===== src/inc/lcm_pkg.sv =====
// Constants and types shared by the legacy compatibility gating block
package lcm_pkg;
   // Address map
   localparam int IO_PORT_SPAN = 64;            // Locations reachable by port-I/O opcodes
   localparam logic [15:0] IO_DS_BASE = 16'h0020;  // Data-space image of port-I/O slot 0
   localparam logic [15:0] EXT_LO = 16'h0060;   // Extended window first address
   localparam logic [15:0] EXT_HI = 16'h00ff;   // Extended window last address
   localparam logic [15:0] RAM_BASE_NORM = 16'h0100; // RAM start, native mode
   localparam logic [15:0] RAM_BASE_LEG = 16'h0060;  // RAM start, legacy mode
   localparam logic [5:0] LEGACY_VEC_NUM = 6'h18;    // Vectors kept in legacy mode
   // Reset-source flag positions
   localparam int RF_EXT = 0;                   // External reset flag
   localparam int RF_POR = 1;                   // Power-on reset flag
   localparam int RF_NUM = 5;                   // Flags in the native register
   localparam logic [4:0] RF_LEGACY_MASK = 5'h03;    // Flags kept in legacy mode
   localparam logic [4:0] RF_RST = 5'h00;       // Flags after reset
   // Reset values and timing
   localparam logic [7:0] OSC_CAL_RST = 8'h80;  // Oscillator trim after reset
   localparam logic [2:0] WDT_TO_RST = 3'h0;    // Watchdog time-out after reset
   localparam logic [3:0] BAUD_HI_ZERO = 4'h0;  // Upper divisor bits in legacy mode
   localparam int WDT_WIN_NS = 16;              // Change-enable window length
   localparam int CLK_NS = 4;                   // Core clock period
   localparam int WDT_WIN_CYC = WDT_WIN_NS / CLK_NS; // Window in cycles, rounds down
   localparam logic [1:0] RX_DEPTH_NORM = 2'h2; // Unread characters held, native
   localparam logic [1:0] RX_DEPTH_LEG = 2'h1;  // Unread characters held, legacy
   localparam logic [1:0] SENSE_LEVEL = 2'h0;   // Low-level interrupt sense code
   // Watchdog change-enable window states
   typedef enum logic [1:0] {
      WDT_IDLE = 2'b01,
      WDT_OPEN = 2'b10
   } lcm_wdt_state_t;
endpackage


===== src/inc/lcm_dec_if.sv =====
// Signals between the gating top and its address and vector decoder
`timescale 1ns/1ps
interface lcm_dec_if;
   logic compat;          // Legacy mode, static after reset
   logic ds_valid;        // Data-space access this cycle
   logic [15:0] ds_addr;  // Data-space address
   logic io_instr;        // Port-I/O opcode access this cycle
   logic [5:0] io_addr;   // Port-I/O address
   logic [5:0] irq_num;   // Interrupt being vectored
   logic io_sel;          // Hit on a low I/O register
   logic ext_sel;         // Hit on an extended-window register
   logic ram_sel;         // Hit on internal RAM
   logic [15:0] reg_idx;  // Data-space address of the hit
   logic vec_valid;       // Vector exists in current table
   logic [6:0] vec_addr;  // Vector word address
   modport ctl (output compat, ds_valid, ds_addr, io_instr, io_addr, irq_num,
      input io_sel, ext_sel, ram_sel, reg_idx, vec_valid, vec_addr);
   modport dec (input compat, ds_valid, ds_addr, io_instr, io_addr, irq_num,
      output io_sel, ext_sel, ram_sel, reg_idx, vec_valid, vec_addr);
endinterface


===== src/logic/lcm_decode.sv =====
// Address map and vector table decoder for native and legacy modes
`timescale 1ns/1ps
module lcm_decode (
   input wire logic i_core_clk,
   input wire logic i_rst,
   lcm_dec_if.dec bus
);
   logic [15:0] io_ds_addr;  // Port-I/O address moved into data space
   logic [15:0] eff_addr;    // Address actually decoded
   logic any_req;            // Some access this cycle
   logic hit_low;            // Inside the 64 low I/O slots
   logic hit_ext;            // Inside the extended window
   logic [15:0] ram_base;    // Start of RAM for this mode
   logic hit_ram;            // RAM hit
   logic vec_ok;             // Vector kept in this mode
   localparam logic [15:0] IO_DS_BASE_W = lcm_pkg::IO_DS_BASE; // Local copy for the sum

   // Port-I/O opcodes only ever reach the 64 low slots
   assign io_ds_addr = IO_DS_BASE_W + {10'h000, bus.io_addr};
   assign eff_addr = bus.io_instr ? io_ds_addr : bus.ds_addr;
   assign any_req = bus.io_instr | bus.ds_valid;
   // Low slots decode identically in both modes
   assign hit_low = any_req && eff_addr >= lcm_pkg::IO_DS_BASE && eff_addr < lcm_pkg::EXT_LO;
   // Extended window: load/store only, and gone in legacy mode
   assign hit_ext = bus.ds_valid && !bus.io_instr && !bus.compat
      && eff_addr >= lcm_pkg::EXT_LO && eff_addr <= lcm_pkg::EXT_HI;
   // Legacy mode moves RAM down over the window
   assign ram_base = bus.compat ? lcm_pkg::RAM_BASE_LEG : lcm_pkg::RAM_BASE_NORM;
   assign hit_ram = bus.ds_valid && !bus.io_instr && eff_addr >= ram_base;
   // Extended vectors vanish in legacy mode
   assign vec_ok = !bus.compat || bus.irq_num < lcm_pkg::LEGACY_VEC_NUM;

   // Registered decode results
   always_ff @(posedge i_core_clk) begin
      if (i_rst) begin
         bus.io_sel <= 1'b0;
         bus.ext_sel <= 1'b0;
         bus.ram_sel <= 1'b0;
         bus.reg_idx <= 16'h0000;
         bus.vec_valid <= 1'b0;
         bus.vec_addr <= 7'h00;
      end else begin
         bus.io_sel <= hit_low;
         bus.ext_sel <= hit_ext;
         bus.ram_sel <= hit_ram;
         bus.reg_idx <= eff_addr;
         bus.vec_valid <= vec_ok;
         bus.vec_addr <= {bus.irq_num, 1'b0};
      end
   end

   // Port-I/O opcode never lands in the window or RAM
   property p_io_low_only;
      @(posedge i_core_clk) disable iff (i_rst)
      bus.io_instr |=> !bus.ext_sel && !bus.ram_sel && bus.io_sel;
   endproperty
   a_io_low_only: assert property (p_io_low_only)
      else $error("port-I/O access left the low I/O space");

   // Legacy mode window address goes to RAM
   property p_leg_window_ram;
      @(posedge i_core_clk) disable iff (i_rst)
      (bus.compat && bus.ds_valid && !bus.io_instr && bus.ds_addr == 16'h0060)
      |=> bus.ram_sel && !bus.ext_sel;
   endproperty
   a_leg_window_ram: assert property (p_leg_window_ram)
      else $error("legacy window address not mapped to RAM");

   // Legacy mode drops high vectors
   property p_leg_vec;
      @(posedge i_core_clk) disable iff (i_rst)
      (bus.compat && bus.irq_num >= 6'h18) |=> !bus.vec_valid;
   endproperty
   a_leg_vec: assert property (p_leg_vec)
      else $error("extended vector present in legacy mode");
endmodule


===== src/logic/lcm_gate.sv =====
// Legacy compatibility mode gating of address map, peripherals and pins
//
// Overview of operation
// - Port-I/O opcodes reach only 64 locations.
// - Legacy I/O registers keep their addresses.
// - Extended window 0x60-0xFF, load/store only.
// - Legacy mode: window off, RAM relocated.
// - Legacy mode drops extended interrupt vectors.
// - One serial port, async, low divisor bits.
// - One 16-bit timer, two compare registers.
// - Two-wire interface unavailable in legacy mode.
// - Port C output only in legacy mode.
// - Port G alternate functions only.
// - Port F digital input only.
// - Boot-loader self-programming disabled.
// - Oscillator trim writes ignored.
// - Bus keeps all address pins, single wait-state.
// - Only external and power-on reset flags.
// - Watchdog time-out change needs no sequence.
// - External interrupts 3..0 level only.
// - No receive FIFO, earlier overrun.
// - Port C keeps driving during reset.
// - Strobe pins forced 1,1,0 during reset.
`timescale 1ns/1ps
module lcm_gate #(
   parameter int BAUD_W = 12,   // Full baud divisor width
   parameter int INT_NUM = 4    // External interrupts forced to level sense
) (
   input wire logic i_core_clk,
   input wire logic i_rst,
   input wire logic i_legacy_compat_fuse,      // Fuse level, outside clock domain
   input wire logic i_ds_valid,
   input wire logic [15:0] i_ds_addr,
   input wire logic i_io_instr,
   input wire logic [5:0] i_io_addr,
   input wire logic [5:0] i_irq_num,
   input wire logic [BAUD_W-1:0] i_baud_div,
   input wire logic i_usart_sync_req,
   input wire logic [7:0] i_portc_dir,
   input wire logic [7:0] i_portf_dir,
   input wire logic i_osc_cal_wr,
   input wire logic [7:0] i_osc_cal_data,
   input wire logic [2:0] i_xmem_release,
   input wire logic i_xmem_sector_ws,
   input wire logic [4:0] i_rst_src,            // Reset-source events, one per flag
   input wire logic i_rst_flag_clr,             // Software clear of the flags
   input wire logic i_wdt_chg_en,               // Timed sequence opening write
   input wire logic i_wdt_to_wr,
   input wire logic [2:0] i_wdt_to_data,
   input wire logic [2*INT_NUM-1:0] i_int_sense,
   input wire logic i_rx_char_done,
   input wire logic i_rx_read,
   output logic o_compat,
   output logic o_io_sel,
   output logic o_ext_sel,
   output logic o_ram_sel,
   output logic [15:0] o_reg_idx,
   output logic o_vec_valid,
   output logic [6:0] o_vec_addr,
   output logic o_usart1_en,
   output logic o_usart_sync_en,
   output logic [BAUD_W-1:0] o_baud_div,
   output logic o_timer3_en,
   output logic o_cmp_c_en,
   output logic o_twi_en,
   output logic [7:0] o_portc_oe_n,
   output logic o_portc_in_en,
   output logic o_portg_gpio_en,
   output logic [7:0] o_portf_oe_n,
   output logic o_boot_selfprog_en,
   output logic [7:0] o_osc_cal,
   output logic [2:0] o_xmem_release,
   output logic o_xmem_sector_ws,
   output logic [4:0] o_cpu_control_status_reg,
   output logic [2:0] o_wdt_timeout,
   output logic [2*INT_NUM-1:0] o_int_sense,
   output logic o_rx_overrun,
   output logic o_strobe_pin_zero,
   output logic o_strobe_pin_one,
   output logic o_strobe_pin_two,
   output logic o_strobe_oe_n
);
   logic fuse_s1_q;             // Synchroniser stage one
   logic fuse_s2_q;             // Synchroniser stage two
   logic compat_q;              // Latched mode
   logic [7:0] osc_cal_q;
   logic [4:0] rf_q;
   logic [4:0] rf_d;
   lcm_pkg::lcm_wdt_state_t wdt_st_q;
   lcm_pkg::lcm_wdt_state_t wdt_st_d;
   logic [2:0] wdt_cnt_q;       // Cycles left in the open window
   logic [2:0] wdt_to_q;
   logic wdt_accept;            // Time-out write takes effect
   logic [1:0] rx_cnt_q;        // Unread characters held
   logic [1:0] rx_depth;
   logic rx_full;
   logic [1:0] rx_cnt_d;
   logic rx_ovr_q;
   logic [2*INT_NUM-1:0] sense_q;
   logic [BAUD_W-1:0] baud_eff;

   lcm_dec_if dec_if ();

   // Fuse level crosses into the clock domain
   always_ff @(posedge i_core_clk) begin
      fuse_s1_q <= i_legacy_compat_fuse;
      fuse_s2_q <= fuse_s1_q;
   end

   // Mode follows the fuse only while reset is held, then freezes
   always_ff @(posedge i_core_clk) begin
      if (i_rst) begin
         compat_q <= fuse_s2_q;
      end
   end

   assign dec_if.compat = compat_q;
   assign dec_if.ds_valid = i_ds_valid;
   assign dec_if.ds_addr = i_ds_addr;
   assign dec_if.io_instr = i_io_instr;
   assign dec_if.io_addr = i_io_addr;
   assign dec_if.irq_num = i_irq_num;

   // Address map and vector table
   lcm_decode u_decode (
      .i_core_clk(i_core_clk),
      .i_rst(i_rst),
      .bus(dec_if.dec)
   );

   assign o_io_sel = dec_if.io_sel;
   assign o_ext_sel = dec_if.ext_sel;
   assign o_ram_sel = dec_if.ram_sel;
   assign o_reg_idx = dec_if.reg_idx;
   assign o_vec_valid = dec_if.vec_valid;
   assign o_vec_addr = dec_if.vec_addr;

   // Legacy divisor keeps only its low byte
   localparam logic [BAUD_W-9:0] BAUD_HI_ZERO_W = '0;
   assign baud_eff = compat_q ? {BAUD_HI_ZERO_W, i_baud_div[7:0]} : i_baud_div;

   // Static peripheral enables; outputs kept registered for clean fan-out
   always_ff @(posedge i_core_clk) begin
      if (i_rst) begin
         o_compat <= 1'b0;
         o_usart1_en <= 1'b0;
         o_usart_sync_en <= 1'b0;
         o_baud_div <= '0;
         o_timer3_en <= 1'b0;
         o_cmp_c_en <= 1'b0;
         o_twi_en <= 1'b0;
         o_portc_in_en <= 1'b0;
         o_portg_gpio_en <= 1'b0;
         o_boot_selfprog_en <= 1'b0;
         o_xmem_release <= 3'h0;
         o_xmem_sector_ws <= 1'b0;
      end else begin
         o_compat <= compat_q;
         o_usart1_en <= !compat_q;
         o_usart_sync_en <= !compat_q && i_usart_sync_req;
         o_baud_div <= baud_eff;
         o_timer3_en <= !compat_q;
         o_cmp_c_en <= !compat_q;
         o_twi_en <= !compat_q;
         o_portc_in_en <= !compat_q;
         o_portg_gpio_en <= !compat_q;
         o_boot_selfprog_en <= !compat_q;
         o_xmem_release <= compat_q ? 3'h0 : i_xmem_release;
         o_xmem_sector_ws <= !compat_q && i_xmem_sector_ws;
      end
   end

   // Port C drives in legacy mode even through reset
   always_ff @(posedge i_core_clk) begin
      if (compat_q) begin
         o_portc_oe_n <= 8'h00;
      end else if (i_rst) begin
         o_portc_oe_n <= 8'hff;
      end else begin
         o_portc_oe_n <= ~i_portc_dir;
      end
   end

   // Port F never drives in legacy mode
   always_ff @(posedge i_core_clk) begin
      if (i_rst || compat_q) begin
         o_portf_oe_n <= 8'hff;
      end else begin
         o_portf_oe_n <= ~i_portf_dir;
      end
   end

   // Oscillator trim; legacy mode ignores writes
   always_ff @(posedge i_core_clk) begin
      if (i_rst) begin
         osc_cal_q <= lcm_pkg::OSC_CAL_RST;
      end else if (i_osc_cal_wr && !compat_q) begin
         osc_cal_q <= i_osc_cal_data;
      end
   end
   assign o_osc_cal = osc_cal_q;

   // Sticky reset flags: a new event beats a clear in the same cycle
   assign rf_d = (i_rst_flag_clr ? 5'h00 : rf_q) | i_rst_src;

   // Flags outlive the core reset so software can read the cause
   always_ff @(posedge i_core_clk) begin
      rf_q <= rf_d;
   end

   // Legacy view keeps external and power-on flags only
   always_ff @(posedge i_core_clk) begin
      o_cpu_control_status_reg <= compat_q ? (rf_d & lcm_pkg::RF_LEGACY_MASK) : rf_d;
   end

   // Change-enable window for the watchdog time-out
   always_comb begin
      wdt_st_d = wdt_st_q;
      case (wdt_st_q)
         lcm_pkg::WDT_IDLE: begin
            if (i_wdt_chg_en) begin
               wdt_st_d = lcm_pkg::WDT_OPEN;
            end
         end
         lcm_pkg::WDT_OPEN: begin
            if (wdt_cnt_q == 3'h1 || i_wdt_to_wr) begin
               wdt_st_d = lcm_pkg::WDT_IDLE;
            end
         end
         default: begin
            wdt_st_d = lcm_pkg::WDT_IDLE;
         end
      endcase
   end

   // Legacy mode takes a time-out write with no opening write
   assign wdt_accept = i_wdt_to_wr && (compat_q || wdt_st_q == lcm_pkg::WDT_OPEN);

   // Window state, countdown and time-out value
   always_ff @(posedge i_core_clk) begin
      if (i_rst) begin
         wdt_st_q <= lcm_pkg::WDT_IDLE;
         wdt_cnt_q <= 3'h0;
         wdt_to_q <= lcm_pkg::WDT_TO_RST;
      end else begin
         wdt_st_q <= wdt_st_d;
         if (i_wdt_chg_en && wdt_st_q == lcm_pkg::WDT_IDLE) begin
            wdt_cnt_q <= 3'(lcm_pkg::WDT_WIN_CYC);
         end else if (wdt_cnt_q != 3'h0) begin
            wdt_cnt_q <= wdt_cnt_q - 3'h1;
         end
         if (wdt_accept) begin
            wdt_to_q <= i_wdt_to_data;
         end
      end
   end
   assign o_wdt_timeout = wdt_to_q;

   // Each interrupt's sense pair is forced to level in legacy mode
   genvar gi;
   generate
      for (gi = 0; gi < INT_NUM; gi++) begin : g_sense
         always_ff @(posedge i_core_clk) begin
            if (i_rst || compat_q) begin
               sense_q[2*gi+1:2*gi] <= lcm_pkg::SENSE_LEVEL;
            end else begin
               sense_q[2*gi+1:2*gi] <= i_int_sense[2*gi+1:2*gi];
            end
         end
      end
   endgenerate
   assign o_int_sense = sense_q;

   // Receive holding depth shrinks without the FIFO
   assign rx_depth = compat_q ? lcm_pkg::RX_DEPTH_LEG : lcm_pkg::RX_DEPTH_NORM;
   assign rx_full = rx_cnt_q >= rx_depth;
   always_comb begin
      rx_cnt_d = rx_cnt_q;
      if (i_rx_char_done && !rx_full && !i_rx_read) begin
         rx_cnt_d = rx_cnt_q + 2'h1;
      end else if (i_rx_read && !i_rx_char_done && rx_cnt_q != 2'h0) begin
         rx_cnt_d = rx_cnt_q - 2'h1;
      end
   end

   // Overrun is sticky; a read clears it, even when a new character arrives in the same cycle
   always_ff @(posedge i_core_clk) begin
      if (i_rst) begin
         rx_cnt_q <= 2'h0;
         rx_ovr_q <= 1'b0;
      end else begin
         rx_cnt_q <= rx_cnt_d;
         if (i_rx_char_done && rx_full && !i_rx_read) begin
            rx_ovr_q <= 1'b1;
         end else if (i_rx_read) begin
            rx_ovr_q <= 1'b0;
         end
      end
   end
   assign o_rx_overrun = rx_ovr_q;

   // Strobe levels set with no clock; value flops only, enable is clocked
   always_ff @(posedge i_core_clk or posedge i_rst) begin
      if (i_rst) begin
         o_strobe_pin_zero <= 1'b1;
         o_strobe_pin_one <= 1'b1;
         o_strobe_pin_two <= 1'b0;
      end else begin
         o_strobe_pin_zero <= 1'b1;
         o_strobe_pin_one <= 1'b1;
         o_strobe_pin_two <= 1'b0;
      end
   end

   // Strobes drive in legacy mode, float in native mode during reset
   always_ff @(posedge i_core_clk) begin
      o_strobe_oe_n <= !compat_q;
   end

   // Mode holds after reset release
   property p_mode_static;
      @(posedge i_core_clk) disable iff (i_rst)
      $stable(compat_q);
   endproperty
   a_mode_static: assert property (p_mode_static)
      else $error("compatibility mode changed outside reset");

   property p_twi_off;
      @(posedge i_core_clk) disable iff (i_rst)
      compat_q |=> !o_twi_en && !o_timer3_en && !o_cmp_c_en && !o_usart1_en;
   endproperty
   a_twi_off: assert property (p_twi_off)
      else $error("native peripheral enabled in legacy mode");

   property p_baud_low;
      @(posedge i_core_clk) disable iff (i_rst)
      compat_q |=> o_baud_div[BAUD_W-1:8] == '0 && o_baud_div[7:0] == $past(i_baud_div[7:0]);
   endproperty
   a_baud_low: assert property (p_baud_low)
      else $error("legacy baud divisor not limited to low byte");

   property p_portc_drive;
      @(posedge i_core_clk) compat_q ##1 compat_q |-> o_portc_oe_n == 8'h00;
   endproperty
   a_portc_drive: assert property (p_portc_drive)
      else $error("port C released in legacy mode");

   property p_portf_in;
      @(posedge i_core_clk) disable iff (i_rst)
      compat_q |=> o_portf_oe_n == 8'hff;
   endproperty
   a_portf_in: assert property (p_portf_in)
      else $error("port F driving in legacy mode");

   property p_cal_hold;
      @(posedge i_core_clk) disable iff (i_rst)
      compat_q |=> $stable(o_osc_cal);
   endproperty
   a_cal_hold: assert property (p_cal_hold)
      else $error("oscillator trim changed in legacy mode");

   property p_flags_legacy;
      @(posedge i_core_clk) disable iff (i_rst)
      compat_q |=> o_cpu_control_status_reg[4:2] == 3'h0;
   endproperty
   a_flags_legacy: assert property (p_flags_legacy)
      else $error("extra reset flag visible in legacy mode");

   property p_wdt_direct;
      @(posedge i_core_clk) disable iff (i_rst)
      (compat_q && i_wdt_to_wr) |=> o_wdt_timeout == $past(i_wdt_to_data);
   endproperty
   a_wdt_direct: assert property (p_wdt_direct)
      else $error("legacy watchdog time-out write not taken");

   property p_sense_level;
      @(posedge i_core_clk) disable iff (i_rst)
      compat_q |=> o_int_sense == '0;
   endproperty
   a_sense_level: assert property (p_sense_level)
      else $error("edge sense selected in legacy mode");

   property p_rx_early;
      @(posedge i_core_clk) disable iff (i_rst)
      (compat_q && rx_cnt_q == 2'h1 && i_rx_char_done && !i_rx_read) |=> o_rx_overrun;
   endproperty
   a_rx_early: assert property (p_rx_early)
      else $error("legacy overrun not flagged on second unread character");
endmodule


===== config.mk =====
export PLATFORM = sky130hd
export DESIGN_NAME = lcm_gate
export DESIGN_NICKNAME = d
export VERILOG_FILES = /design/src/inc/lcm_pkg.sv /design/src/inc/lcm_dec_if.sv /design/src/logic/lcm_decode.sv /design/src/logic/lcm_gate.sv
export SDC_FILE = /design/constraint.sdc
export NUM_CORES = 1
export LEC_CHECK = 0
export ABC_AREA = 1
export BUFFER_PORTS_ARGS = -buffer_cell sky130_fd_sc_hd__buf_4
export CORE_UTILIZATION = 35
export DETAILED_ROUTE_END_ITERATION = 8
export HOLD_SLACK_MARGIN = 0.1
export PLACE_DENSITY_LB_ADDON = 0.15
export SYNTH_ARGS = -nofsm -noshare
export SYNTH_HDL_FRONTEND = slang
export SYNTH_SLANG_ARGS = --single-unit

===== constraint.sdc =====
create_clock -name i_core_clk -period 4.45 [get_ports i_core_clk]
set_clock_uncertainty 0.2 [all_clocks]
set_input_delay 0.89 -clock i_core_clk [delete_from_list [all_inputs] [get_ports i_core_clk]]
set_output_delay 0.89 -clock i_core_clk [all_outputs]
set_load 0.03 [all_outputs]

# ---- Word level (Yosys, flattened, before mapping)
# Index checks and enable logic that the tools add are counted.
dict set report word_totals {
  reg_bits 103
  input_bits 96
  out_inout_bits 97
  elab_cells 103
}
dict set report classes {
  n_addsub 4
  magnitude_cmp 7
  n_eq_ne 5
  n_mux 14
  n_bitwise 4
  n_reduce_logical 35
}
# op count
set op_table {}
lappend op_table {{$logic_and 1x1->1} 18}
lappend op_table {{$ge 16x16->1} 1}
lappend op_table {{$ge 16x6->1 const B} 1}
lappend op_table {{$ge 16x7->1 const B} 1}
lappend op_table {{$le 16x8->1 const B} 1}
lappend op_table {{$lt 16x7->1 const B} 1}
lappend op_table {{$mux 16} 1}
lappend op_table {{$not 8->8} 2}
lappend op_table {{$mux 2} 5}
lappend op_table {{$mux 9} 1}
lappend op_table {{$mux 8} 1}
lappend op_table {{$reduce_bool 2->1} 4}
lappend op_table {{$add 6x6->7 const A} 1}
lappend op_table {{$lt 6x5->1 const B} 1}
lappend op_table {{$mux 3} 2}
lappend op_table {{$logic_not 1->1} 5}
lappend op_table {{$mux 5} 1}
lappend op_table {{$or 5x5->5} 1}
lappend op_table {{$logic_or 1x1->1} 4}
lappend op_table {{$ne 2x2->1 const B} 2}
lappend op_table {{$pmux 2 s2} 1}
lappend op_table {{$reduce_or 2->1} 2}
lappend op_table {{$eq 3x1->1 const B} 1}
lappend op_table {{$reduce_bool 3->1} 1}
lappend op_table {{9 further kinds} 10}

# ---- Logic depth before layout (Yosys ltp)
# Gate-level depths: netlist of the first run.
dict set report depth {
  ltp_word 6
  ltp_mapped 10
  mapped_depth_nobuf 10
}

# ---- Hierarchy
# From an unflattened synthesis of the first run, not the netlist that was laid out.
dict set report unflattened {
  cells_unflattened 393
  hier_area_um2 3385.7
}
# mod n_inst cells_each area_each_um2 seq_area_each_um2
set by_module_without_submodules {}
lappend by_module_without_submodules {lcm_gate 1 271 2406.1 1491.4}
lappend by_module_without_submodules {lcm_decode 1 122 979.7 520.5}

# ---- Worst setup path after synthesis of the first run
# No wires, ideal clock.
dict set report synth_timing {
  path_type {reg2out}
  from {register, netlist name o_boot_selfprog_en}
  to {output port o_cmp_c_en}
  arrival_ns 0.798
  t_required_ns 3.360
  slack_ns 2.562
  stages_incl_launch_ff 2
  path_buffers 1
  path_cell_list {dfxtp_1 > buf_4}
}
# item line_no
set synth_rtl {}
lappend synth_rtl {{end, declared} lcm_gate.sv:64} ;# output logic o_cmp_c_en,

==> impl_table.tex, run 1 <==
\begin{tabular}{lr}
\hline
Metric & Value \\
\hline
\multicolumn{2}{l}{\textbf{Clock tree}} \\
Post-CTS setup buffer count & 0 \\
Clock tree from TritonCTS & built \\
Clock latency of the later-clocked register in the worst-skew pair & between 0.3 and 0.4 ns \\
Gates resized, CTS repair & 0 \\
Hold buffer count at CTS & 0 \\
Clock Pin Slew Worst Setup and Hold Paths & about 0.090 ns \\
CTS Sinks & 100 \\
CTS H-tree lvls & 3 \\
Clock root buffer master & clkbuf\_8 \\
Longest Clk Path Bufs & 2 \\
Inserted Clock Buffers & 9 \\
\multicolumn{2}{l}{\textbf{Routing}} \\
Via Count & around 2900 \\
Antenna Nets Post-Route & 0 \\
Remaining design rule violation count & 0 \\
Total Wirelength & between 7000 and 8000 um \\
Pre-Repair DR Iteration Count & 6 \\
Post-detailed-route via-to-cell ratio & 4.13 \\
DRT iter0 DRCs & 70 \\
WL/cell & 10.9 um \\
\multicolumn{2}{l}{\textbf{Critical path}} \\
CP Cell Sequence & buf\_4 \\
Worst path buffer plus inverter count & 1 \\
Category of the critical setup timing path & reg2out \\
Type of element launching the critical path & flop \\
Crit path largest cell delay & roughly 0.45 ns \\
Cell with the biggest individual delay on the critical path & dfxtp\_1 \\
CP endpoint kind & output port \\
Critical path data required time & between 3 and 4 ns \\
Data arrival time of the worst path & 1.01 ns \\
Crit-path max FO & 7 \\
Top delay family on crit path & flip-flops \\
\multicolumn{2}{l}{\textbf{Timing}} \\
Unrepaired setup endpoints after global routing & no \\
Setup-violating endpoint count in the final report & 0 \\
Final hold vios & 0 \\
Relative max-transition margin & 0.469 \\
Top achievable clock speed & approximately 480 MHz \\
Share of the cycle needed by the critical path after routing & 0.471 \\
Setup TNS Final & 0 ns \\
Shortest period the worst path allows & around 2.1 ns \\
Transition time at the pin with the least slew margin & 0.796 ns \\
Final number of max-transition violations & 0 \\
\multicolumn{2}{l}{\textbf{Final layout}} \\
Area added between synthesis and finish & 47.8\% \\
Reg with most FFs & u\_decode.bus.reg\_idx \\
Ratio of cells with drive above 1 in the final layout & 0.375 \\
Finished layout cell area & roughly 5000 sq um \\
Largest registers & u\_decode.bus.reg\_idx: 16 flops, o\_baud\_div: 12 flops \\
Net count of the finished layout & between 600 and 700 \\
Filler Cells Inserted & 917 \\
Area occupied by registers & between 2000 and 2500 sq um \\
Area of combinational cells with multiple inputs & $\sim$1000 sq um \\
Largest register FFs & 16 \\
Total inserted antenna cells & 0 \\
\multicolumn{2}{l}{\textbf{Pwr}} \\
Leakage & between 2 and 3 nW \\
Cell Pwr Density & just under 400 nW/um\^{}2 \\
VDD IR-drop max & $\sim$140 uV \\
Design Power & between 1.5 and 2 mW \\
\multicolumn{2}{l}{\textbf{Global routing}} \\
Maximum number of pins on one net before global-route repair & 36 \\
Remaining global-route overflow & 0 \\
Overall track demand over capacity in global routing & 0.158 \\
Global-route wire length before repair & approximately 12000 um \\
Vias in the first global route & 2576 \\
Number of antenna violations at the first check in global routing & 0 \\
\multicolumn{2}{l}{\textbf{Yosys}} \\
Number of warning messages in the yosys log & 0 \\
Synthesized cell area & about 3400 sq um \\
Proportion of synthesized chip area in sequential cells & 0.597 \\
Number of instances in the synthesized netlist & 392 \\
Avg Cell Area, Syn & roughly 8.6 sq um \\
Number of distinct library cells after synthesis & 28 \\
Count of state elements after synthesis & 100 \\
\multicolumn{2}{l}{\textbf{Placement}} \\
Port bufs & approximately 190 \\
Area post-placement & around 4800 sq um \\
Gp weighted congestion & $\sim$0.74 \\
Hpwl dp & just under 6000 um \\
\multicolumn{2}{l}{\textbf{Die}} \\
Die Span Y & between 100 and 150 um \\
Floorplan die area & 10000 sq um \\
Starting Density & 0.363 \\
CORE AREA & a little over 9000 sq um \\
Number of rows in the core area & 35 \\
I/O pin count & $\sim$190 \\
Die width & between 100 and 150 um \\
\multicolumn{2}{l}{\textbf{Run}} \\
Count of maximum capacitance violations & 0 \\
\multicolumn{2}{l}{\textbf{Outcome}} \\
Status & finished clean \\
\multicolumn{2}{l}{\textbf{Hold path}} \\
Type of the tightest min-delay check & reg2reg \\
\hline
\end{tabular}
[synthesized netlist by cell type (all sizes together)]
library cell   n  share of area
dfxtp         99           0.59
nor2          88          0.099
inv           58          0.065
nand2         47          0.054
o21ai         25          0.037
buf           20          0.045
a21oi         16          0.025
nand3         12          0.021
ha             7          0.026
clkbuf         4         0.0045
nand4          3         0.0056
nor3           3         0.0045
a21o           2         0.0045
conb           2         0.0022
clkinv         1         0.0011
edfxtp         1         0.0089
mux2i          1         0.0030
nor3b          1         0.0022
or2            1         0.0019
xor2           1         0.0026
[final cells by class]
class	instances	area share
tap	129	0.0324
timing repair buffer	188	0.283
clock inverter	7	0.0148
inverter	59	0.0445
clock buffer	9	0.0249
sequential	100	0.404
multi-input combinational	211	0.196
[kinds of logic after synthesis]
logic type      after synthesis  synth area share
simple gates                155             0.188
xor+xnor                      1           0.00260
compound gates               43            0.0665
other cells                   2           0.00223
mux                           1           0.00297
fa+ha+maj                     7            0.0260
buf+inv                      83             0.115
flops                       100             0.597
[where the power goes]
part           internal [mW]  switching (mW)  total [mW]
combinational          0.161           0.213       0.374
sequential             0.953          0.0219       0.975
clock                  0.264           0.314       0.578
total                   1.38           0.549        1.93
[worst paths after layout]
| kind | to | slack [ns] | from | cells past startpoint |
|---|---|---|---|---|
| worst max-delay path | o_portg_gpio_en | 2.35 | o_boot_selfprog_en | 1 |
| worst min-delay path | fuse_s2_q | 0.14 | fuse_s1_q | 0 |
| worst max register to register | rx_cnt_q[1] | 2.36 | compat_q | 9 |
| worst min register to register | fuse_s2_q | 0.14 | fuse_s1_q | 0 |
[placed cells by master, fill, tap and decap left out]
cell type	count
nor3_1	3
o21ai_1	8
conb_1	4
nand3_2	2
nand2_1	45
buf_4	188
xor2_1	1
a21o_1	2
a21oi_1	15
nand2_2	2
ha_1	7
inv_2	5
nand3_1	10
clkinv_1	1
nor2_2	1
clkinvlp_4	1
nor3b_1	1
o21ai_0	17
nand4_1	3
dfxtp_1	99
a21oi_2	1
inv_1	53
clkinv_2	2
or2_1	1
bufinv_16	1
nor2_1	87
mux2i_1	1
edfxtp_1	1
inv_6	3
clkbuf_8	9
[routing by layer]
metal / wire length (um) / part of all wire / global-route usage
met5: 0 / 0 / 0
met4: 138 / 0.018 / 0.0669
met3: 576 / 0.075 / 0.0355
met2: 3540 / 0.46 / 0.258
met1: 3420 / 0.45 / 0.200
[per-stage QoR]
step / std cells / hold slack (ns) / util / worst slack (ns)
6_report: 703 / 0.139 / 0.537 / 2.35
2_1_floorplan: 394 / 0.110 / - / 2.56
4_1_cts: 703 / 0.142 / 0.537 / 2.33
3_3_place_gp: 687 / 0.113 / 0.515 / 2.06
3_5_place_dp: 687 / 0.119 / 0.515 / 2.06
5_1_grt: 703 / 0.155 / 0.537 / 2.13
Power figures use the tool's default switching activity.
==> run 2, diff against run 1 <==
==> constraint.sdc (replaced) <==
create_clock -name i_core_clk -period 2.1 [get_ports i_core_clk]
set_clock_uncertainty 0.2 [all_clocks]
set_input_delay 0.42 -clock i_core_clk [delete_from_list [all_inputs] [get_ports i_core_clk]]
set_output_delay 0.42 -clock i_core_clk [all_outputs]
set_load 0.03 [all_outputs]
==> impl_table.tex, run 2 (same netlist as run 1, synthesis figures left out) <==
\begin{tabular}{lr}
\hline
Metric & Value \\
\hline
\multicolumn{2}{l}{\textbf{Clock tree}} \\
Clock Pin Slew Worst Setup and Hold Paths & 0.09 ns (about the same) \\
Longest Clk Path Bufs & 2 (unchanged) \\
Inserted Clock Buffers & 9 (unchanged) \\
CTS H-tree lvls & 3 (unchanged) \\
CTS Sinks & 100 (unchanged) \\
Clock root buffer master & clkbuf\_8 (unchanged) \\
Clock tree from TritonCTS & built (unchanged) \\
Clock latency of the later-clocked register in the worst-skew pair & 0.35 ns (was 0.36 ns) \\
\multicolumn{2}{l}{\textbf{Global routing}} \\
Maximum number of pins on one net before global-route repair & 31 (was 36) \\
Number of antenna violations at the first check in global routing & 0 (unchanged) \\
Remaining global-route overflow & 0 (unchanged) \\
Global-route wire length before repair & 13500 um (was 12300 um) \\
Vias in the first global route & 3080 (was 2576) \\
Overall track demand over capacity in global routing & 0.172 (was 0.158) \\
\multicolumn{2}{l}{\textbf{Final layout}} \\
Area of combinational cells with multiple inputs & 977 sq um (unchanged) \\
Total inserted antenna cells & 0 (unchanged) \\
Area occupied by registers & 2010 sq um (unchanged) \\
Area added between synthesis and finish & 71.1\% (was 47.8\%) \\
Ratio of cells with drive above 1 in the final layout & 0.333 (was 0.375) \\
Reg with most FFs & u\_decode.bus.reg\_idx (unchanged) \\
Net count of the finished layout & 750 (was 672) \\
Largest register FFs & 16 (unchanged) \\
Top library cells by usage in the layout, fill and taps aside & buf\_4 (191), dfxtp\_1 (99), nor2\_1 (87) (was buf\_4 (188), dfxtp\_1 (99), nor2\_1 (87)) \\
Filler Cells Inserted & 832 (was 917) \\
Most common cell after layout, fill and taps aside & buf\_4 (unchanged) \\
Largest registers & u\_decode.bus.reg\_idx: 16 flops, o\_baud\_div: 12 flops (unchanged) \\
\multicolumn{2}{l}{\textbf{Hold path}} \\
Start point of the worst hold path & i\_osc\_cal\_data[0] (was fuse\_s1\_q) \\
Type of the tightest min-delay check & in2reg (was reg2reg) \\
Hold endpoint & o\_osc\_cal[0] (was fuse\_s2\_q) \\
Depth of the worst hold-timing path & 3 (was 0) \\
\multicolumn{2}{l}{\textbf{Routing}} \\
Pre-Repair DR Iteration Count & 4 (was 6) \\
Via Count & 3244 (was 2901) \\
DRT iter0 DRCs & 35 (was 70) \\
Routed wire length on met2 & 4340 um (was 3540 um) \\
Met1 layer wirelength in the final routing & 3700 um (was 3420 um) \\
Total length of routed met3 wires & 597 um (was 576 um) \\
Top layer used by detailed routing & met4 (unchanged) \\
Post-detailed-route via-to-cell ratio & 4.15 (was 4.13) \\
Total Wirelength & 8800 um (was 7670 um) \\
Remaining design rule violation count & 0 (unchanged) \\
Antenna Nets Post-Route & 0 (unchanged) \\
WL/cell & 11.3 um (was 10.9 um) \\
\multicolumn{2}{l}{\textbf{Pwr}} \\
Net switching power & 1.17 mW (was 0.549 mW) \\
Share of power burned in the clock network & 0.297 (was 0.300) \\
Internal cell power & 3.08 mW (was 1.38 mW) \\
Cell Pwr Density & 738 nW/um\^{}2 (was 387 nW/um\^{}2) \\
Combinational power share & 0.218 (was 0.194) \\
Leakage & 2.94 nW (was 2.60 nW) \\
Relative contribution of sequential cells to total power & 0.485 (was 0.506) \\
Net Sw Frac & 0.275 (was 0.285) \\
VDD IR-drop max & 358 uV (was 141 uV) \\
\multicolumn{2}{l}{\textbf{Critical path}} \\
Crit-path max FO & 8 (was 7) \\
Data arrival time of the worst path & 1.84 ns (was 1.01 ns) \\
Critical path data required time & 2.15 ns (was 3.36 ns) \\
Type of element launching the critical path & flop (unchanged) \\
Category of the critical setup timing path & reg2reg (was reg2out) \\
Length in cells of the worst reg-to-reg path & 9 (unchanged) \\
Worst-case register-to-register setup slack & 0.31 ns (was 2.36 ns) \\
CP endpoint kind & flop (was output port) \\
Startpoint of the most critical register-to-register path & compat\_q (unchanged) \\
Capturing point of the worst reg2reg path & rx\_cnt\_q[1] (unchanged) \\
\multicolumn{2}{l}{\textbf{Placement}} \\
Hpwl dp & 5980 um (was 5770 um) \\
Worst setup slack before clock tree synthesis & 0.338 ns (was 2.06 ns) \\
Port bufs & 188 (unchanged) \\
Gp weighted congestion & 0.718 (was 0.742) \\
\multicolumn{2}{l}{\textbf{Timing}} \\
Setup ws final & 0.313 ns (was 2.35 ns) \\
Shortest period the worst path allows & about 1.8 ns \\
Top achievable clock speed & 560 MHz \\
Setup-violating endpoint count in the final report & 0 (unchanged) \\
Share of the cycle needed by the critical path after routing & 0.851 \\
Final number of max-transition violations & 0 (unchanged) \\
Setup TNS Final & 0 ns (unchanged) \\
Final hold vios & 0 (unchanged) \\
Unrepaired setup endpoints after global routing & no (unchanged) \\
\multicolumn{2}{l}{\textbf{Die}} \\
Number of rows in the core area & 35 (unchanged) \\
Floorplan die area & 10000 sq um (unchanged) \\
Die Span Y & 100 um (unchanged) \\
I/O pin count & 193 (unchanged) \\
Die width & 100 um (unchanged) \\
Starting Density & 0.363 (unchanged) \\
CORE AREA & 9280 sq um (unchanged) \\
\multicolumn{2}{l}{\textbf{Outcome}} \\
Status & finished clean (unchanged) \\
\multicolumn{2}{l}{\textbf{Run}} \\
Count of maximum capacitance violations & 0 (unchanged) \\
\hline
\end{tabular}
-- run 2: changes by cell type in the layout (fill, tap and decap cells not counted), sizes merged --
cell / delta
dlygate4sd3: +75
clkinvlp: -1
clkinv: +1
inv: -2
buf: +3
clkbuf: +2
-- run 2: layer usage --
| layer | up-vias | GRT usage |
|---|---|---|
| met1 | 1422 | 0.186 |
| li1 | 1682 | - |
| met4 | 0 | 0.0769 |
| met2 | 125 | 0.316 |
| met5 | - | 0 |
| met3 | 15 | 0.0432 |
-- run 2: area by class of cell --
cell class / instances / area share
clock buffer: 11 / 0.0265
timing repair buffer: 266 / 0.379
tap: 129 / 0.0280
inverter: 59 / 0.0384
sequential: 100 / 0.349
multi-input combinational: 211 / 0.169
clock inverter: 5 / 0.00998
-- run 2: worst max path at each step --
stage                     startpoint     endpoint  slack, ns
final                       compat_q  rx_cnt_q[1]       0.31
after global routing        compat_q  rx_cnt_q[1]       0.15
after CTS                   compat_q  rx_cnt_q[1]       0.32
after detailed placement    compat_q  rx_cnt_q[1]       0.34
after global placement      compat_q  rx_cnt_q[1]       0.42
after floorplan             compat_q  rx_cnt_q[1]       0.47
-- run 2: what timing repair did --
item / in CTS / in global routing
gates resized for setup: 0 / 0
endpoints found under the hold margin: 71 / 0
setup buffers: 0 / 0
hold buffers: 75 / 0
-- run 2: power by group through the flow --
stage,clock [mW],sequential (mW),combinational [mW]
final,1.26,2.06,0.927
after global placement,0,2.10,0.795
after floorplan,0,2.27,0.320
after detailed placement,0,2.11,0.813
after global routing,1.39,2.08,1.01
after CTS,1.33,2.06,0.929
-- run 2: stage by stage --
stage | hold slack (ns) | instance area (sq um) | util | power [mW] | instances
detailed placement | 0.120 | 4810 | 0.518 | 2.92 | 690
global route | 0.130 | 5770 | 0.621 | 4.48 | 781
global placement | 0.119 | 4810 | 0.518 | 2.90 | 690
finish | 0.127 | 5770 | 0.621 | 4.25 | 781
floorplan | 0.110 | 3380 | - | 2.59 | 394
CTS | 0.101 | 5770 | 0.621 | 4.32 | 781
-- run 2: critical path, cell delays in order, from the launching register on --
cell	delay, ns
edfxtp_1	0.54
ha_1	0.34
inv_1	0.05
nand2_1	0.04
nand2_1	0.09
nand3_1	0.15
nand2_1	0.10
nand2_1	0.05
nor2_1	0.08
nor2_1	0.05
==> run 3, diff against run 2 <==
--- a/config.mk
+++ b/config.mk
@@ -13,4 +13,5 @@
 export PLACE_DENSITY_LB_ADDON = 0.15
 export SYNTH_ARGS = -nofsm -noshare
 export SYNTH_HDL_FRONTEND = slang
+export SYNTH_HIERARCHICAL = 1
 export SYNTH_SLANG_ARGS = --single-unit
==> impl_table.tex, run 3 <==
\begin{tabular}{lr}
\hline
Metric & Value \\
\hline
\multicolumn{2}{l}{\textbf{Routing}} \\
Total length of routed met3 wires & 694 um (was 597 um) \\
WL/cell & 11.5 um (was 11.3 um) \\
Pre-Repair DR Iteration Count & 4 (unchanged) \\
Remaining design rule violation count & 0 (unchanged) \\
Antenna Nets Post-Route & 0 (unchanged) \\
Top layer used by detailed routing & met4 (unchanged) \\
Post-detailed-route via-to-cell ratio & 4.21 (was 4.15) \\
DRT iter0 DRCs & 66 (was 35) \\
Total Wirelength & 8990 um (was 8800 um) \\
Routed wire length on met2 & 4560 um (was 4340 um) \\
Met1 layer wirelength in the final routing & 3540 um (was 3700 um) \\
Via Count & 3289 (was 3244) \\
\multicolumn{2}{l}{\textbf{Die}} \\
I/O pin count & 193 (unchanged) \\
Die Span Y & 100 um (about the same) \\
CORE AREA & 9280 sq um (unchanged) \\
Floorplan die area & 10100 sq um (was 10000 sq um) \\
Number of rows in the core area & 35 (unchanged) \\
Die width & 100 um (about the same) \\
Starting Density & 0.365 (was 0.363) \\
\multicolumn{2}{l}{\textbf{Global routing}} \\
Number of antenna violations at the first check in global routing & 0 (unchanged) \\
Overall track demand over capacity in global routing & 0.177 (was 0.172) \\
Maximum number of pins on one net before global-route repair & 21 (was 31) \\
Global-route wire length before repair & 13900 um (was 13500 um) \\
Remaining global-route overflow & 0 (unchanged) \\
Vias in the first global route & 3151 (was 3080) \\
\multicolumn{2}{l}{\textbf{Timing}} \\
Setup ws final & 0.357 ns (was 0.313 ns) \\
Unrepaired setup endpoints after global routing & no (unchanged) \\
Setup TNS Final & 0 ns (unchanged) \\
Share of the cycle needed by the critical path after routing & 0.830 (was 0.851) \\
Final hold vios & 0 (unchanged) \\
Final number of max-transition violations & 0 (unchanged) \\
Shortest period the worst path allows & 1.74 ns (was 1.79 ns) \\
Setup-violating endpoint count in the final report & 0 (unchanged) \\
Top achievable clock speed & 574 MHz (was 560 MHz) \\
\multicolumn{2}{l}{\textbf{Pwr}} \\
Cell Pwr Density & 731 nW/um\^{}2 (was 738 nW/um\^{}2) \\
Combinational power share & 0.217 (was 0.218) \\
Net Sw Frac & 0.285 (was 0.275) \\
Relative contribution of sequential cells to total power & 0.490 (was 0.485) \\
Internal cell power & 3.01 mW (was 3.08 mW) \\
VDD IR-drop max & 381 uV (was 358 uV) \\
Net switching power & 1.20 mW (was 1.17 mW) \\
Share of power burned in the clock network & 0.293 (was 0.297) \\
Design Power & 4.21 mW (was 4.25 mW) \\
Leakage & 2.95 nW (was 2.94 nW) \\
\multicolumn{2}{l}{\textbf{Clock tree}} \\
Gates resized, CTS repair & 0 (unchanged) \\
CTS Sinks & 100 (unchanged) \\
Inserted Clock Buffers & 9 (unchanged) \\
CTS H-tree lvls & 3 (unchanged) \\
Clock root buffer master & clkbuf\_8 (unchanged) \\
Hold buffer count at CTS & 72 (was 75) \\
Post-CTS setup buffer count & 0 (unchanged) \\
Longest Clk Path Bufs & 2 (unchanged) \\
Clock latency of the later-clocked register in the worst-skew pair & 0.35 ns (about the same) \\
Clock Pin Slew Worst Setup and Hold Paths & 0.09 ns (about the same) \\
Clock tree from TritonCTS & built (unchanged) \\
\multicolumn{2}{l}{\textbf{Final layout}} \\
Most common cell after layout, fill and taps aside & buf\_4 (unchanged) \\
Ratio of cells with drive above 1 in the final layout & 0.337 (was 0.333) \\
Finished layout cell area & 5760 sq um (was 5770 sq um) \\
Total inserted antenna cells & 0 (unchanged) \\
Net count of the finished layout & 750 (unchanged) \\
Filler Cells Inserted & 799 (was 832) \\
Area occupied by registers & 2010 sq um (unchanged) \\
Area added between synthesis and finish & 70.1\% (was 71.1\%) \\
Largest registers & u\_decode/bus.reg\_idx: 16 flops, o\_baud\_div: 12 flops (was u\_decode.bus.reg\_idx: 16 flops, o\_baud\_div: 12 flops) \\
Largest register FFs & 16 (unchanged) \\
Area of combinational cells with multiple inputs & 997 sq um (was 977 sq um) \\
Top library cells by usage in the layout, fill and taps aside & buf\_4 (192), dfxtp\_1 (99), nor2\_1 (84) (was buf\_4 (191), dfxtp\_1 (99), nor2\_1 (87)) \\
Reg with most FFs & u\_decode/bus.reg\_idx (was u\_decode.bus.reg\_idx) \\
\multicolumn{2}{l}{\textbf{Run}} \\
Count of maximum capacitance violations & 0 (unchanged) \\
\multicolumn{2}{l}{\textbf{Critical path}} \\
Crit path largest cell delay & 0.54 ns (about the same) \\
Critical path data required time & 2.15 ns (about the same) \\
CP Cell Sequence & dlygate4sd3\_1 -> buf\_4 -> nor2\_1 -> nor2\_1 -> dlygate4sd3\_1 (was ha\_1 -> inv\_1 -> nand2\_1 -> nand2\_1 -> nand3\_1 -> nand2\_1 -> nand2\_1 -> nor2\_1 -> nor2\_1) \\
Crit-path max FO & 1 (was 8) \\
Cell with the biggest individual delay on the critical path & dlygate4sd3\_1 (was edfxtp\_1) \\
Category of the critical setup timing path & in2reg (was reg2reg) \\
Data arrival time of the worst path & 1.79 ns (was 1.84 ns) \\
Top delay family on crit path & buffers and inverters (was simple AND/OR/NAND/NOR gates) \\
Type of element launching the critical path & primary input (was flop) \\
CP endpoint kind & flop (unchanged) \\
Worst path buffer plus inverter count & 3 (was 1) \\
\multicolumn{2}{l}{\textbf{Yosys}} \\
Synth top cells by count & dfxtp\_1 (99), nor2\_1 (84), inv\_1 (56) (was dfxtp\_1 (99), nor2\_1 (87), inv\_1 (53)) \\
Yosys top cell by area & dfxtp\_1 (unchanged) \\
Most used flip-flop cell after synthesis & dfxtp\_1 (unchanged) \\
Count of flip-flops with a built-in enable after synthesis & 1 (unchanged) \\
Number of warning messages in the yosys log & 6 (was 0) \\
Proportion of synthesized chip area in sequential cells & 0.594 (was 0.597) \\
Number of instances in the synthesized netlist & 393 (was 392) \\
Count of state elements after synthesis & 100 (unchanged) \\
Synthesized cell area & 3390 sq um (was 3370 sq um) \\
Cell with the most instances after synthesis & dfxtp\_1 (unchanged) \\
Number of distinct library cells after synthesis & 29 (was 28) \\
Top post-synthesis cells by area & dfxtp\_1 (59\%), nor2\_1 (9.3\%), inv\_1 (6.2\%) (was dfxtp\_1 (59\%), nor2\_1 (9.7\%), inv\_1 (5.9\%)) \\
Top-area cell type share of the netlist area & 0.585 (was 0.588) \\
Async SR Flop Fraction & 0 (unchanged) \\
Avg Cell Area, Syn & 8.62 sq um (was 8.60 sq um) \\
\multicolumn{2}{l}{\textbf{Placement}} \\
Worst setup slack before clock tree synthesis & 0.418 ns (was 0.338 ns) \\
Port bufs & 188 (unchanged) \\
Gp weighted congestion & 0.734 (was 0.718) \\
Hpwl dp & 6100 um (was 5980 um) \\
Area post-placement & 4840 sq um (was 4810 sq um) \\
\multicolumn{2}{l}{\textbf{Hold path}} \\
Type of the tightest min-delay check & in2reg (unchanged) \\
\multicolumn{2}{l}{\textbf{Outcome}} \\
Status & finished clean (unchanged) \\
\hline
\end{tabular}
==> run 3: cell types whose count changed after synthesis, sizes merged <==
| cell | delta |
|---|---|
| nor2 | -3 |
| a21oi | +7 |
| o21bai | +1 |
| clkbuf | -2 |
| o211ai | +1 |
| nor3 | -2 |
| inv | +2 |
| nand4 | -1 |
| nand3 | -5 |
| conb | +1 |
| or2 | -1 |
| nand2 | +6 |
| mux2i | -1 |
| o21ai | -2 |
==> run 3: layout make-up <==
| type | instances | area share |
|---|---|---|
| timing repair buffer | 264 | 0.375 |
| sequential | 100 | 0.349 |
| multi-input combinational | 211 | 0.173 |
| inverter | 61 | 0.0398 |
| tap | 129 | 0.0280 |
| clock buffer | 10 | 0.0222 |
| clock inverter | 6 | 0.0122 |
==> run 3: power groups by stage <==
stage	Sequential, mW	Combinational [mW]	Clock (mW)
final	2.06	0.913	1.23
after detailed placement	2.11	0.803	0
after global routing	2.08	0.999	1.36
after global placement	2.10	0.792	0
after CTS	2.06	0.916	1.28
after floorplan	2.27	0.309	0
==> run 3: through the flow <==
step	std cells	hold slack (ns)	util
after global placement	693	0.113	0.521
after CTS	781	0.101	0.620
after detailed placement	693	0.115	0.521
after global routing	781	0.112	0.620
after floorplan	394	0.110	-
final	781	0.114	0.620
==> run 3: path summary, 6_finish.rpt <==
| kind | slack (ns) | end | cells past startpoint | from |
|---|---|---|---|---|
| worst max-delay path | 0.36 | u_decode/bus.reg_idx[0] | 5 | i_io_addr[0] |
| worst min-delay path | 0.11 | u_decode/bus.reg_idx[8] | 3 | i_ds_addr[8] |
| worst max register to register | 0.43 | rx_cnt_q[0] | 7 | compat_q |
| worst min register to register | 0.14 | fuse_s2_q | 0 | fuse_s1_q |
==> run 3: cells by family after synthesis <==
kind of cell	share of synthesized area
xor gates and xnor gates	0.00259
buffers and inverters	0.112
adders and majority gates	0.0259
other	0.00333
DFF	0.594
AOI/OAI and AO/OA	0.0813
and+or+nand+nor	0.180
==> run 3: routing by layer <==
| metal | GRT usage | vias up |
|---|---|---|
| met5 | 0 | - |
| met4 | 0.0769 | 0 |
| met3 | 0.0515 | 17 |
| met2 | 0.318 | 127 |
| met1 | 0.192 | 1467 |
| li1 | - | 1678 |
==> run 3: worst reg2reg max path: cells and delay by family (launching register included) <==
family	cells	cell delay (ns)
AO/OA/AOI/OAI	1	0.14
flip-flops	1	0.55
buffers and inverters	1	0.05
AND/OR/NAND/NOR	4	0.29
adder cells (fa/ha/maj)	1	0.35
